File: src/iocd_pkg.sv
// constants for the channel command decoder
// assumes 24-bit command words, bit 0 is the msb as printed
//
// Contract
// - direct select pair picks channels E..H
// - unit 00 disconnect, 1x tape in, 5x out
// - 3x scan tape, 7x erase tape
// - 60/61 printers, 26/66 disc in/out
// - alert leaves buffer state untouched
// - disconnect zeroes unit address, detaches device
// - readback alert primes next parallel input
// - readback gives zeros then memory address
// - terminate output drains buffer then disconnects
// - bit 12 picks compatible or extended
// - compatible mode ignores bits 13-16
// - compatible only A-D, word/transmission end interrupts
// - extended mode everywhere, record end/zero count
// - bit 13 arms record end interrupt
// - bit 14 arms zero count interrupt
// - arms hold until channel disconnects
// - disabled system leaves armed interrupt waiting
// - bits 15-16 pick terminal function
// - bit 18 address msb, 19-23 count msbs
// - bit 9 alerts interlace once only
// - control word: opcode 02, mode 01
// - direct command decodes like ordinary command
// - terminal function encodings 00..11
// - direct channels always extended mode

package iocd_pkg;

	// ----------------------------------------
	// command word fields (msb-first numbering)
	// ----------------------------------------
	localparam int WORD_W        = 24;
	localparam logic [5:0] OPCODE_CHAN = 6'h02;
	localparam logic [5:0] OPCODE_DIR  = 6'h22;
	localparam logic [1:0] MODE_BUF    = 2'h0;
	localparam logic [1:0] MODE_IOCTL  = 2'h1;

	// ----------------------------------------
	// unit codes and buffer-control configurations
	// ----------------------------------------
	localparam logic [5:0] UNIT_DISC_IN    = 6'h16;
	localparam logic [5:0] UNIT_DISC_OUT   = 6'h36;
	localparam logic [5:0] UNIT_PRINTER_1  = 6'h30;
	localparam logic [5:0] UNIT_PRINTER_2  = 6'h31;
	localparam logic [2:0] GRP_TAPE_IN     = 3'h1;
	localparam logic [2:0] GRP_SCAN        = 3'h3;
	localparam logic [2:0] GRP_TAPE_OUT    = 3'h5;
	localparam logic [2:0] GRP_ERASE       = 3'h7;
	localparam logic [5:0] UNIT_NONE       = 6'h00;
	// bits 9..16 with unit 00: alert=050000, readback=012000, terminate=014000
	localparam logic [7:0] CFG_ALERT       = 8'ha0;
	localparam logic [7:0] CFG_READBACK    = 8'h28;
	localparam logic [7:0] CFG_TERMINATE   = 8'h30;

	// ----------------------------------------
	// terminal functions and reset values
	// ----------------------------------------
	localparam logic [1:0] TF_RECORD_DISC  = 2'h0;
	localparam logic [1:0] TF_SIGNAL_DISC  = 2'h1;
	localparam logic [1:0] TF_RECORD_PROC  = 2'h2;
	localparam logic [1:0] TF_SIGNAL_PROC  = 2'h3;
	localparam logic [5:0] RST_WC_UPPER    = 6'h00;

	typedef enum logic [2:0] {
		IOCD_IDLE     = 3'b001,
		IOCD_ACTIVE   = 3'b010,
		IOCD_DRAINING = 3'b100
	} iocd_state_e;

endpackage : iocd_pkg

File: src/iocd_unit_decode.sv
// decodes a 6-bit unit address into peripheral selects
// assumes the code is stable while the caller samples it
`timescale 1ns/10ps

module iocd_unit_decode
	import iocd_pkg::*;
(
	// unit code in
	input  wire logic [5:0] unit_code,
	// decoded selects
	output logic            unit_disconnect,
	output logic [7:0]      tape_in,
	output logic [7:0]      tape_out,
	output logic [7:0]      tape_scan,
	output logic [7:0]      tape_erase,
	output logic [1:0]      printer,
	output logic            disc_in,
	output logic            disc_out
);
	logic [7:0] drive_onehot;

	always_comb begin
		drive_onehot = 8'h01 << unit_code[2:0];
		unit_disconnect = (unit_code == UNIT_NONE);
		tape_in  = (unit_code[5:3] == GRP_TAPE_IN)  ? drive_onehot : 8'h00;
		tape_out = (unit_code[5:3] == GRP_TAPE_OUT) ? drive_onehot : 8'h00;
		tape_scan  = (unit_code[5:3] == GRP_SCAN)  ? drive_onehot : 8'h00;
		tape_erase = (unit_code[5:3] == GRP_ERASE) ? drive_onehot : 8'h00;
		printer  = {unit_code == UNIT_PRINTER_2, unit_code == UNIT_PRINTER_1};
		disc_in  = (unit_code == UNIT_DISC_IN);
		disc_out = (unit_code == UNIT_DISC_OUT);
	end

endmodule : iocd_unit_decode

File: src/iocd_top.sv
// channel command decoder: one command word per cmd_valid pulse
// assumes the processor holds program order; buffer and data paths live outside
`timescale 1ns/10ps

module iocd_top
	import iocd_pkg::*;
(
	// clock and reset
	input  wire logic              ref_clk,
	input  wire logic              rst_n,
	// command from the processor
	input  wire logic              cmd_valid,
	input  wire logic [WORD_W-1:0] cmd_word,
	input  wire logic              parallel_input,
	input  wire logic              interrupt_system_enable,
	// channel-side events
	input  wire logic              buffer_empty,
	input  wire logic              record_end_event,
	input  wire logic              zero_count_event,
	input  wire logic              word_end_event,
	input  wire logic              transmission_end_event,
	input  wire logic [14:0]       channel_mem_addr,
	input  wire logic [2:0]        readback_channel,
	// channel selection and command class
	output logic [2:0]             channel,
	output logic                   direct_access_channel,
	output logic                   channel_alert,
	output logic                   channel_disconnect,
	output logic                   address_readback_alert,
	output logic                   terminate_output,
	// unit selects
	output logic [5:0]             unit_address,
	output logic                   peripheral_detach,
	output logic [7:0]             tape_in,
	output logic [7:0]             tape_out,
	output logic [7:0]             tape_scan,
	output logic [7:0]             tape_erase,
	output logic [1:0]             printer,
	output logic                   disc_in,
	output logic                   disc_out,
	// io control state
	output logic                   io_control_strobe,
	output logic                   mode_reject,
	output logic                   extended_mode_select,
	output logic                   record_end_arm,
	output logic                   zero_count_arm,
	output logic [1:0]             terminal_function_select,
	output logic                   address_upper,
	output logic [4:0]             word_count_upper,
	output logic                   interlace_alert,
	// readback and interrupts
	output logic [WORD_W-1:0]      readback_word,
	output logic                   readback_valid,
	output logic                   record_end_interrupt,
	output logic                   zero_count_interrupt,
	output logic                   word_end_interrupt,
	output logic                   transmission_end_interrupt
);
	// ----------------------------------------
	// field extraction (bit 0 = msb)
	// ----------------------------------------
	logic       f_is_dir;
	logic       f_is_cmd;
	logic [1:0] f_mode;
	logic [2:0] f_chan;
	logic [5:0] f_unit;
	logic [7:0] f_cfg;
	logic       f_ext;
	logic       next_ext;
	logic       unit_disc;
	logic [7:0] d_tin, d_tout, d_scan, d_erase;
	logic [1:0] d_prn;
	logic       d_din, d_dout;
	logic       buf_cmd;
	logic       ioc_cmd;
	logic       spec_cmd;
	logic       rb_primed;
	logic [2:0] rb_chan;
	logic [7:0] ilace_seen;
	iocd_state_e state;

	always_comb begin
		f_is_cmd = (cmd_word[20:15] == OPCODE_CHAN) || (cmd_word[20:15] == OPCODE_DIR);
		f_is_dir = cmd_word[20];
		f_mode   = cmd_word[13:12];
		f_chan   = {f_is_dir, cmd_word[22], cmd_word[6]};
		f_unit   = cmd_word[5:0];
		f_cfg    = cmd_word[14:7];
		f_ext    = f_is_dir | cmd_word[11];
		next_ext = f_ext;
		buf_cmd  = cmd_valid && f_is_cmd && (f_mode == MODE_BUF);
		// special words carry the control-mode code, so they win over it
		spec_cmd = cmd_valid && f_is_cmd && unit_disc
			&& (f_cfg == CFG_ALERT || f_cfg == CFG_READBACK || f_cfg == CFG_TERMINATE);
		ioc_cmd  = cmd_valid && f_is_cmd && (f_mode == MODE_IOCTL) && !spec_cmd;
	end

	iocd_unit_decode u_unit (
		.unit_code       (f_unit),
		.unit_disconnect (unit_disc),
		.tape_in         (d_tin),
		.tape_out        (d_tout),
		.tape_scan       (d_scan),
		.tape_erase      (d_erase),
		.printer         (d_prn),
		.disc_in         (d_din),
		.disc_out        (d_dout)
	);

	// ----------------------------------------
	// command class strobes
	// ----------------------------------------
	always_ff @(posedge ref_clk or negedge rst_n) begin
		if (!rst_n) begin
			channel                <= 3'h0;
			direct_access_channel  <= 1'b0;
			channel_alert          <= 1'b0;
			channel_disconnect     <= 1'b0;
			address_readback_alert <= 1'b0;
			terminate_output       <= 1'b0;
			io_control_strobe      <= 1'b0;
		end else begin
			if (buf_cmd || ioc_cmd || spec_cmd) begin
				channel               <= f_chan;
				direct_access_channel <= f_is_dir;
			end
			channel_alert          <= spec_cmd && (f_cfg == CFG_ALERT);
			channel_disconnect     <= buf_cmd && unit_disc && (f_cfg == 8'h00);
			address_readback_alert <= spec_cmd && (f_cfg == CFG_READBACK);
			terminate_output       <= spec_cmd && (f_cfg == CFG_TERMINATE);
			io_control_strobe      <= ioc_cmd;
		end
	end

	// ----------------------------------------
	// unit address register and selects
	// ----------------------------------------
	always_ff @(posedge ref_clk or negedge rst_n) begin
		if (!rst_n) begin
			unit_address      <= UNIT_NONE;
			peripheral_detach <= 1'b0;
			tape_in           <= 8'h00;
			tape_out          <= 8'h00;
			tape_scan         <= 8'h00;
			tape_erase        <= 8'h00;
			printer           <= 2'h0;
			disc_in           <= 1'b0;
			disc_out          <= 1'b0;
		end else begin
			peripheral_detach <= 1'b0;
			if (buf_cmd && unit_disc && f_cfg == 8'h00) begin
				unit_address      <= UNIT_NONE;
				peripheral_detach <= 1'b1;
				tape_in           <= 8'h00;
				tape_out          <= 8'h00;
				tape_scan         <= 8'h00;
				tape_erase        <= 8'h00;
				printer           <= 2'h0;
				disc_in           <= 1'b0;
				disc_out          <= 1'b0;
			end else if (buf_cmd && !unit_disc) begin
				unit_address <= f_unit;
				tape_in      <= d_tin;
				tape_out     <= d_tout;
				tape_scan    <= d_scan;
				tape_erase   <= d_erase;
				printer      <= d_prn;
				disc_in      <= d_din;
				disc_out     <= d_dout;
			end else if (state == IOCD_DRAINING && buffer_empty) begin
				unit_address      <= UNIT_NONE;
				peripheral_detach <= 1'b1;
				tape_in           <= 8'h00;
				tape_out          <= 8'h00;
				tape_scan         <= 8'h00;
				tape_erase        <= 8'h00;
				printer           <= 2'h0;
				disc_in           <= 1'b0;
				disc_out          <= 1'b0;
			end
		end
	end

	// ----------------------------------------
	// channel activity: terminate waits for the buffer to drain
	// ----------------------------------------
	always_ff @(posedge ref_clk or negedge rst_n) begin
		if (!rst_n) begin
			state <= IOCD_IDLE;
		end else begin
			case (state)
				IOCD_IDLE: begin
					if (buf_cmd && !unit_disc)
						state <= IOCD_ACTIVE;
				end
				IOCD_ACTIVE: begin
					if (buf_cmd && unit_disc && f_cfg == 8'h00)
						state <= IOCD_IDLE;
					else if (spec_cmd && f_cfg == CFG_TERMINATE)
						state <= IOCD_DRAINING;
				end
				IOCD_DRAINING: begin
					if (buffer_empty || (buf_cmd && unit_disc && f_cfg == 8'h00))
						state <= IOCD_IDLE;
				end
				default: state <= IOCD_IDLE;
			endcase
		end
	end

	// ----------------------------------------
	// io control fields; arms live for the whole operation
	// ----------------------------------------
	always_ff @(posedge ref_clk or negedge rst_n) begin
		if (!rst_n) begin
			mode_reject              <= 1'b0;
			extended_mode_select     <= 1'b0;
			record_end_arm           <= 1'b0;
			zero_count_arm           <= 1'b0;
			terminal_function_select <= TF_RECORD_DISC;
			address_upper            <= 1'b0;
			word_count_upper         <= RST_WC_UPPER[4:0];
		end else begin
			mode_reject <= 1'b0;
			if (peripheral_detach) begin
				record_end_arm <= 1'b0;
				zero_count_arm <= 1'b0;
			end
			if (ioc_cmd) begin
				extended_mode_select <= next_ext;
				address_upper        <= cmd_word[5];
				word_count_upper     <= cmd_word[4:0];
				if (next_ext) begin
					record_end_arm           <= cmd_word[10];
					zero_count_arm           <= cmd_word[9];
					terminal_function_select <= cmd_word[8:7];
				end
			end
		end
	end

	// ----------------------------------------
	// interlace alert: first alerting bit per channel wins
	// ----------------------------------------
	always_ff @(posedge ref_clk or negedge rst_n) begin
		if (!rst_n) begin
			ilace_seen      <= 8'h00;
			interlace_alert <= 1'b0;
		end else begin
			interlace_alert <= 1'b0;
			if ((buf_cmd || ioc_cmd) && cmd_word[14] && !ilace_seen[f_chan]) begin
				ilace_seen[f_chan] <= 1'b1;
				interlace_alert    <= 1'b1;
			end
			if (buf_cmd && unit_disc && f_cfg == 8'h00)
				ilace_seen[f_chan] <= 1'b0;
		end
	end

	// ----------------------------------------
	// address readback: alert then parallel input
	// ----------------------------------------
	always_ff @(posedge ref_clk or negedge rst_n) begin
		if (!rst_n) begin
			rb_primed      <= 1'b0;
			rb_chan        <= 3'h0;
			readback_word  <= 24'h000000;
			readback_valid <= 1'b0;
		end else begin
			readback_valid <= 1'b0;
			if (spec_cmd && f_cfg == CFG_READBACK) begin
				rb_primed <= 1'b1;
				rb_chan   <= f_chan;
			end else if (parallel_input && rb_primed) begin
				rb_primed      <= 1'b0;
				readback_word  <= {9'h000, channel_mem_addr};
				readback_valid <= 1'b1;
			end
		end
	end

	// ----------------------------------------
	// interrupts: record end and zero count wait while the system is disabled
	// ----------------------------------------
	always_ff @(posedge ref_clk or negedge rst_n) begin
		if (!rst_n) begin
			record_end_interrupt       <= 1'b0;
			zero_count_interrupt       <= 1'b0;
			word_end_interrupt         <= 1'b0;
			transmission_end_interrupt <= 1'b0;
		end else begin
			if (extended_mode_select && record_end_arm && record_end_event)
				record_end_interrupt <= 1'b1;
			else if (interrupt_system_enable && record_end_interrupt)
				record_end_interrupt <= 1'b0;
			if (extended_mode_select && zero_count_arm && zero_count_event)
				zero_count_interrupt <= 1'b1;
			else if (interrupt_system_enable && zero_count_interrupt)
				zero_count_interrupt <= 1'b0;
			word_end_interrupt <= !extended_mode_select && interrupt_system_enable
				&& word_end_event;
			transmission_end_interrupt <= !extended_mode_select && interrupt_system_enable
				&& transmission_end_event;
		end
	end

endmodule : iocd_top

File: config.mk
export PLATFORM = sky130hd
export DESIGN_NAME = iocd_top
export DESIGN_NICKNAME = d
export VERILOG_FILES = /design/src/iocd_pkg.sv /design/src/iocd_unit_decode.sv /design/src/iocd_top.sv
export SDC_FILE = /design/constraint.sdc
export NUM_CORES = 1
export LEC_CHECK = 0
export ABC_AREA = 1
export BUFFER_PORTS_ARGS = -buffer_cell sky130_fd_sc_hd__buf_2
export CAP_MARGIN = 15
export CORE_UTILIZATION = 35
export DETAILED_ROUTE_END_ITERATION = 8
export GPL_TIMING_DRIVEN = 0
export PLACE_DENSITY = 0.73
export SETUP_SLACK_MARGIN = 0.5
export SKIP_CTS_REPAIR_TIMING = 1
export SLEW_MARGIN = 20
export SYNTH_ARGS = -nofsm -noshare
export SYNTH_HDL_FRONTEND = slang
export SYNTH_SLANG_ARGS = --single-unit
export TNS_END_PERCENT = 50
File: constraint.sdc
create_clock -name ref_clk -period 1.1 [get_ports ref_clk]
set_input_delay 0.275 -clock ref_clk [delete_from_list [all_inputs] [get_ports ref_clk]]
set_output_delay 0.275 -clock ref_clk [all_outputs]
set_load 0.01 [all_outputs]
Word-level counts from Yosys, hierarchy flattened
Index checks and enable logic that the tools add are counted.
{"block": "word_totals", "out_inout_bits": 94, "inputBits": 52, "memories": 0, "romBits": 0, "mem_bits_rw": 0, "word_cells": 159, "ff_bits": 96, "latch_bits": 0}
{"block": "classes", "mul": 0, "n_reduce_logical": 46, "n_addsub": 0, "n_shift": 1, "muxes": 53, "n_bitwise": 5, "div_mod_pow": 0, "n_eq_ne": 20, "n_lt_le_gt_ge": 2}
{"op": "two-way mux 8 bit", "n": 15}
{"op": "logical AND 1 bit", "n": 26}
{"op": "two-way mux 1 bit", "n": 25}
{"op": "== test 6 bit (second input constant)", "n": 4}
{"op": "two-way mux 6 bit", "n": 3}
{"op": "== test 8 x 6 -> 1 bit (second input constant)", "n": 2}
{"op": "two-way mux 3 bit", "n": 4}
{"op": "== test 3 bit (second input constant)", "n": 3}
{"op": "case mux 3 bit (3 select lines)", "n": 1}
{"op": "AND 8 bit", "n": 1}
{"op": "== test 8 bit (second input constant)", "n": 1}
{"op": "logical NOT 8 bit", "n": 1}
{"op": "inverter 8 bit", "n": 1}
{"op": "OR 8 bit", "n": 1}
{"op": "<< shifter 1 x 3 -> 8 bit (first input constant)", "n": 1}
{"op": "== test 3 x 1 -> 1 bit (second input constant)", "n": 2}
{"op": "== test 3 x 2 -> 1 bit (second input constant)", "n": 2}
{"op": "== test 6 x 2 -> 1 bit (second input constant)", "n": 1}
{"op": "== test 6 x 5 -> 1 bit (second input constant)", "n": 1}
{"op": "logical NOT 6 bit", "n": 1}
{"op": "logical OR 1 bit", "n": 6}
{"op": "two-way mux 2 bit", "n": 3}
{"op": "nonzero test 2 bit", "n": 3}
{"op": "logical NOT 1 bit", "n": 4}
{"op": "14 further kinds", "n": 15}

Longest topological paths before layout
{"block": "logic_depth", "word_depth": 13, "depth_mapped": 11, "mapped_depth_nobuf": 11}

By module
Synthesis repeated with hierarchy kept, for this count alone.
{"block": "unflattened", "cells_unflattened": 551, "hier_area_um2": 4431.8}
{"module": "iocd_top", "instances": 1, "seq_area_each_um2": 2378.5, "area_per_inst_um2": 4174.0, "cells_per_inst": 486}
{"module": "iocd_unit_decode", "instances": 1, "seq_area_each_um2": 0.0, "area_per_inst_um2": 257.7, "cells_per_inst": 65}

Least setup slack after synthesis
No wires, ideal clock.
{"block": "synth_path", "path_kind": "input to register", "start": "input cmd_word[1]", "end": "register readback_word[10]", "arrival_ns": 1.276, "path_buffers": 1, "setup_time_ns": 0.116, "slack_ns": -0.293, "required_time_ns": 0.984, "cell_stages": 11, "path_cell_list": "inv_2 -> nand2_2 -> nor2_4 -> nand3_2 -> nor2_2 -> nand3_2 -> nand3_4 -> inv_4 -> buf_6 -> nand2_1 -> nand2_1"}
{"block": "synth_between", "elab_chain_cells": 6}
{"element": "start, declared", "line": "iocd_top.sv:13", "source": "input wire logic [WORD_W-1:0] cmd_word,"}
{"element": "logical NOT 6 bit", "line": "iocd_unit_decode.sv:24", "source": "unit_disconnect = (unit_code == UNIT_NONE);"}
{"element": "logical AND 1 bit", "line": "iocd_top.sv:93", "source": "spec_cmd = cmd_valid && f_is_cmd && unit_disc"}
{"element": "logical AND 1 bit", "line": "iocd_top.sv:94", "source": "&& (f_cfg == CFG_ALERT || f_cfg == CFG_READBACK || f_cfg == CFG_TERMINATE);"}
{"element": "logical AND 1 bit", "line": "iocd_top.sv:271", "source": "if (spec_cmd && f_cfg == CFG_READBACK) begin"}
{"element": "inverter 1 bit (no line)"}
{"element": "AND reduction 2 bit (no line)"}
{"element": "end signal, assigned", "line": "iocd_top.sv:276", "source": "readback_word <= {9'h000, channel_mem_addr};"}
{"element": "end, declared", "line": "iocd_top.sv:52", "source": "output logic [WORD_W-1:0] readback_word,"}
Every way passes these cells.
A chain may end at the register's enable or synchronous reset.

Worst setup path after layout
{"block": "layout_path", "start": "register state[0]", "end": "register unit_address[2]"}
{"block": "layout_between", "elab_chain_cells": 3}
{"element": "start, declared", "line": "iocd_top.sv:80", "source": "iocd_state_e state;"}
{"element": "start signal, assigned", "line": "iocd_top.sv:189", "source": "state <= IOCD_IDLE;"}
{"element": "start signal, assigned", "line": "iocd_top.sv:194", "source": "state <= IOCD_ACTIVE;"}
{"element": "start signal, assigned", "line": "iocd_top.sv:198", "source": "state <= IOCD_IDLE;"}
{"element": "== test 3 bit", "line": "iocd_top.sv:170", "source": "end else if (state == IOCD_DRAINING && buffer_empty) begin"}
{"element": "logical AND 1 bit", "line": "iocd_top.sv:170"}
{"element": "nonzero test 3 bit (no line)"}
{"element": "end signal, assigned", "line": "iocd_top.sv:162", "source": "unit_address <= f_unit;"}
{"element": "end, declared", "line": "iocd_top.sv:32", "source": "output logic [5:0] unit_address,"}
Every way passes these cells.

==> results.json <==
{
  "synthXorXnorAreaFrac": 0,
  "synth-seq-area-share": 0.545,
  "cts_buffer_depth": 2,
  "violations": "hold timing, setup timing",
  "synthArstFlopShare": 1.00,
  "period_minus_slack_ns": 1.37,
  "power_frac_clock": 0.365,
  "p_int_uw": 5680,
  "yosysWarningCount": 0,
  "numCtsBuffers": 9,
  "synth-edff-count": 0,
  "setup_viol": 167,
  "fillers": 1122,
  "synth.area.mux_share": 0,
  "die_w_um": 114,
  "sw_frac_of_total": 0.268,
  "drv_slew": 0,
  "criticalPathCategory": "reg2reg",
  "antenna_found_initial": 0,
  "dp_hpwl_um": 8400,
  "drc": 0,
  "r2r_slack_ns": -0.27,
  "final_cell_mix": "124 x nand2_1, 116 x buf_2, 94 x dfrtp_1, 60 x nand3_1, 42 x buf_4",
  "cp_slowest_stage_delay_ns": 0.56,
  "worstPathRequired_ns": 1.37,
  "clk_latency_ns": 0.35,
  "power_density_nw_per_um2": 1220,
  "rsz0062_at_grt": "yes",
  "ir_drop_mv": 0.571,
  "start_util": 0.362,
  "syn_area_per_cell_um2": 8.75,
  "hold_slack_ns": -0.205,
  "p_leak_uw": 0.00345,
  "dieArea_um2": 12900,
  "ys_types": 33,
  "start_kind": "flop",
  "clk_pin_slew_ns": 0.07,
  "finalClockSkew_ns": 0.00834,
  "fin_nets": 742,
  "finalCritPeriodShare": 1.24,
  "synthFlopType": "dfrtp_1",
  "ys_ff_latch": 95,
  "status": "finished, violations left",
  "p_sw_uw": 2080,
  "num_rows": 40,
  "grt_overflow_total": 0,
  "pwr-share-comb": 0.146,
  "first_iter_violations": 179,
  "antenna_cells": 0,
  "critical-path-top-delay-family": "flip-flops",
  "hold_path.class": "in2async",
  "utilization": 0.529,
  "fin_ws_ns": -0.267,
  "portBuffers": 130,
  "die_y_um": 114,
  "synth_top_family_by_area": "simple AND/OR/NAND/NOR gates",
  "drtPass1Iterations": 5,
  "multi_input_comb_area_um2": 1950,
  "dpl_worst_slack_ns": -0.693,
  "timing.rr.end": "unit_address[2]$_DFFE_PN0P_",
  "layout_commonest_cell": "nand2_1",
  "tightest_slew_ns": 0.860,
  "grt_pass1_wl_um": 17800,
  "totalWireLength_um": 12000,
  "yosys.area_share.simple": 0.314,
  "grt_usage": 0.177,
  "reg2reg_from": "state[0]$_DFFE_PN1P_",
  "worst_path_max_delay_cell": "dfstp_2",
  "r2r_cells": 8,
  "core_area_um2": 12100,
  "fmax_mhz": 732,
  "seq_power_share": 0.490,
  "path_cells": "nor3_2 > nand2_1 > inv_2 > nor2_4 > buf_12 > buf_4 > nand3_2 > o21ai_1",
  "synth_area_um2": 4370,
  "synth_fa_ha_area_frac": 0,
  "detail-route-antenna-nets": 0,
  "boundaryPins": 146,
  "areaGrowthSynthToFinish_pct": 46.1,
  "cts_tree": "done",
  "first_global_vias": 3693,
  "hold_viol": 30,
  "synth-compound-area-share": 0.0530,
  "routedWlPerCell_um": 13.9,
  "h-tree-depth": 3,
  "grt_max_degree": 65,
  "viasPerCell": 4.72,
  "power_uw": 7760,
  "synthCells": 499,
  "cap_viol_max_count": 0,
  "arrival_ns": 1.63,
  "seq_area_um2": 2380,
  "cp.buffers_inverters": 3,
  "place_congestion": 0.832,
  "root_buffer": "clkbuf_16",
  "clock_sinks": 95,
  "cp-end-kind": "flop",
  "maxSlewHeadroom": 0.422,
  "drive_above_1_share": 0.424,
  "vias": 4069,
  "critPathMaxFanout": 8
}
[metrics by stage]
| stage | cell area, um2 | setup TNS, ns | std cells |
|---|---|---|---|
| floorplan | 4580 | -17.76 | 508 |
| global placement | 5440 | -158.26 | 806 |
| detailed placement | 5480 | -53.86 | 807 |
| CTS | 5740 | -27.12 | 822 |
| global route | 6380 | -27.18 | 862 |
| finish | 6380 | -18.54 | 862 |
[Yosys cell counts (5+ instances only)]
| master | count | area share |
|---|---|---|
| nand3_1 | 80 | 0.092 |
| nand2_1 | 128 | 0.11 |
| dfrtp_1 | 94 | 0.54 |
| nor2_1 | 30 | 0.026 |
| buf_4 | 16 | 0.028 |
| o21ai_0 | 20 | 0.023 |
| inv_2 | 7 | 0.0060 |
| nor2_2 | 5 | 0.0072 |
| nor3_1 | 14 | 0.016 |
| inv_1 | 44 | 0.038 |
| o21ai_1 | 6 | 0.0069 |
| a21oi_1 | 12 | 0.014 |
[metal layers]
| layer | track usage | vias up | part of all wire |
|---|---|---|---|
| met1 | 0.220 | 1934 | 0.43 |
| li1 | - | 1993 | - |
| met3 | 0.0356 | 9 | 0.055 |
| met4 | 0.0746 | 0 | 0.010 |
| met2 | 0.302 | 133 | 0.51 |
| met5 | 0 | - | 0 |
[cells by family (layout without fill, tap and decap cells)]
| kind of cell | count (synthesis) | in the layout |
|---|---|---|
| other | 1 | 10 |
| and+or+nand+nor | 284 | 286 |
| AOI/OAI and AO/OA | 43 | 43 |
| DFF | 95 | 95 |
| buffers and inverters | 76 | 260 |
[how the worst max path moves through the flow]
stage | to | slack [ns] | cells after the start | startpoint
2_1_floorplan | printer[1]$_DFFE_PN0P_ | -0.28 | 8 | cmd_word[18]
3_3_place_gp | tape_in[2]$_DFFE_PN0P_ | -1.11 | 1 | rst_n
3_5_place_dp | ilace_seen[7]$_DFF_PN0_ | -0.69 | 11 | cmd_word[1]
4_1_cts | ilace_seen[7]$_DFF_PN0_ | -0.33 | 11 | cmd_word[1]
5_1_grt | unit_address[2]$_DFFE_PN0P_ | -0.33 | 8 | state[0]$_DFFE_PN1P_
6_report | unit_address[2]$_DFFE_PN0P_ | -0.27 | 8 | state[0]$_DFFE_PN1P_
[flip-flops by register name, indices dropped and copies added (netlist names), 2 cells and up]
name and flops:
word_count_upper 5, tape_in 8, tape_scan 8, state 3, tape_erase 8, channel 3
terminal_function_select 2, tape_out 8, unit_address 6, printer 2, readback_word 15, ilace_seen 8
[layout make-up]
cell class	instances	area share
clock inverters	6	0.00588
plain buffers	24	0.0376
multi-input cells	339	0.306
well taps	168	0.0329
clock buffers	9	0.0353
repair buffers	169	0.173
inverters	52	0.0371
flip-flops and latches	95	0.373
[power by group through the flow]
stage / sequential (uW) / combinational [uW] / clock, uW
floorplan: 3920 / 443 / 0
global placement: 3850 / 935 / 0
detailed placement: 3860 / 981 / 0
CTS: 3790 / 985 / 2940
global route: 3820 / 1250 / 3040
finish: 3800 / 1130 / 2830
Note: power is estimated with default switching activity, not from simulation.
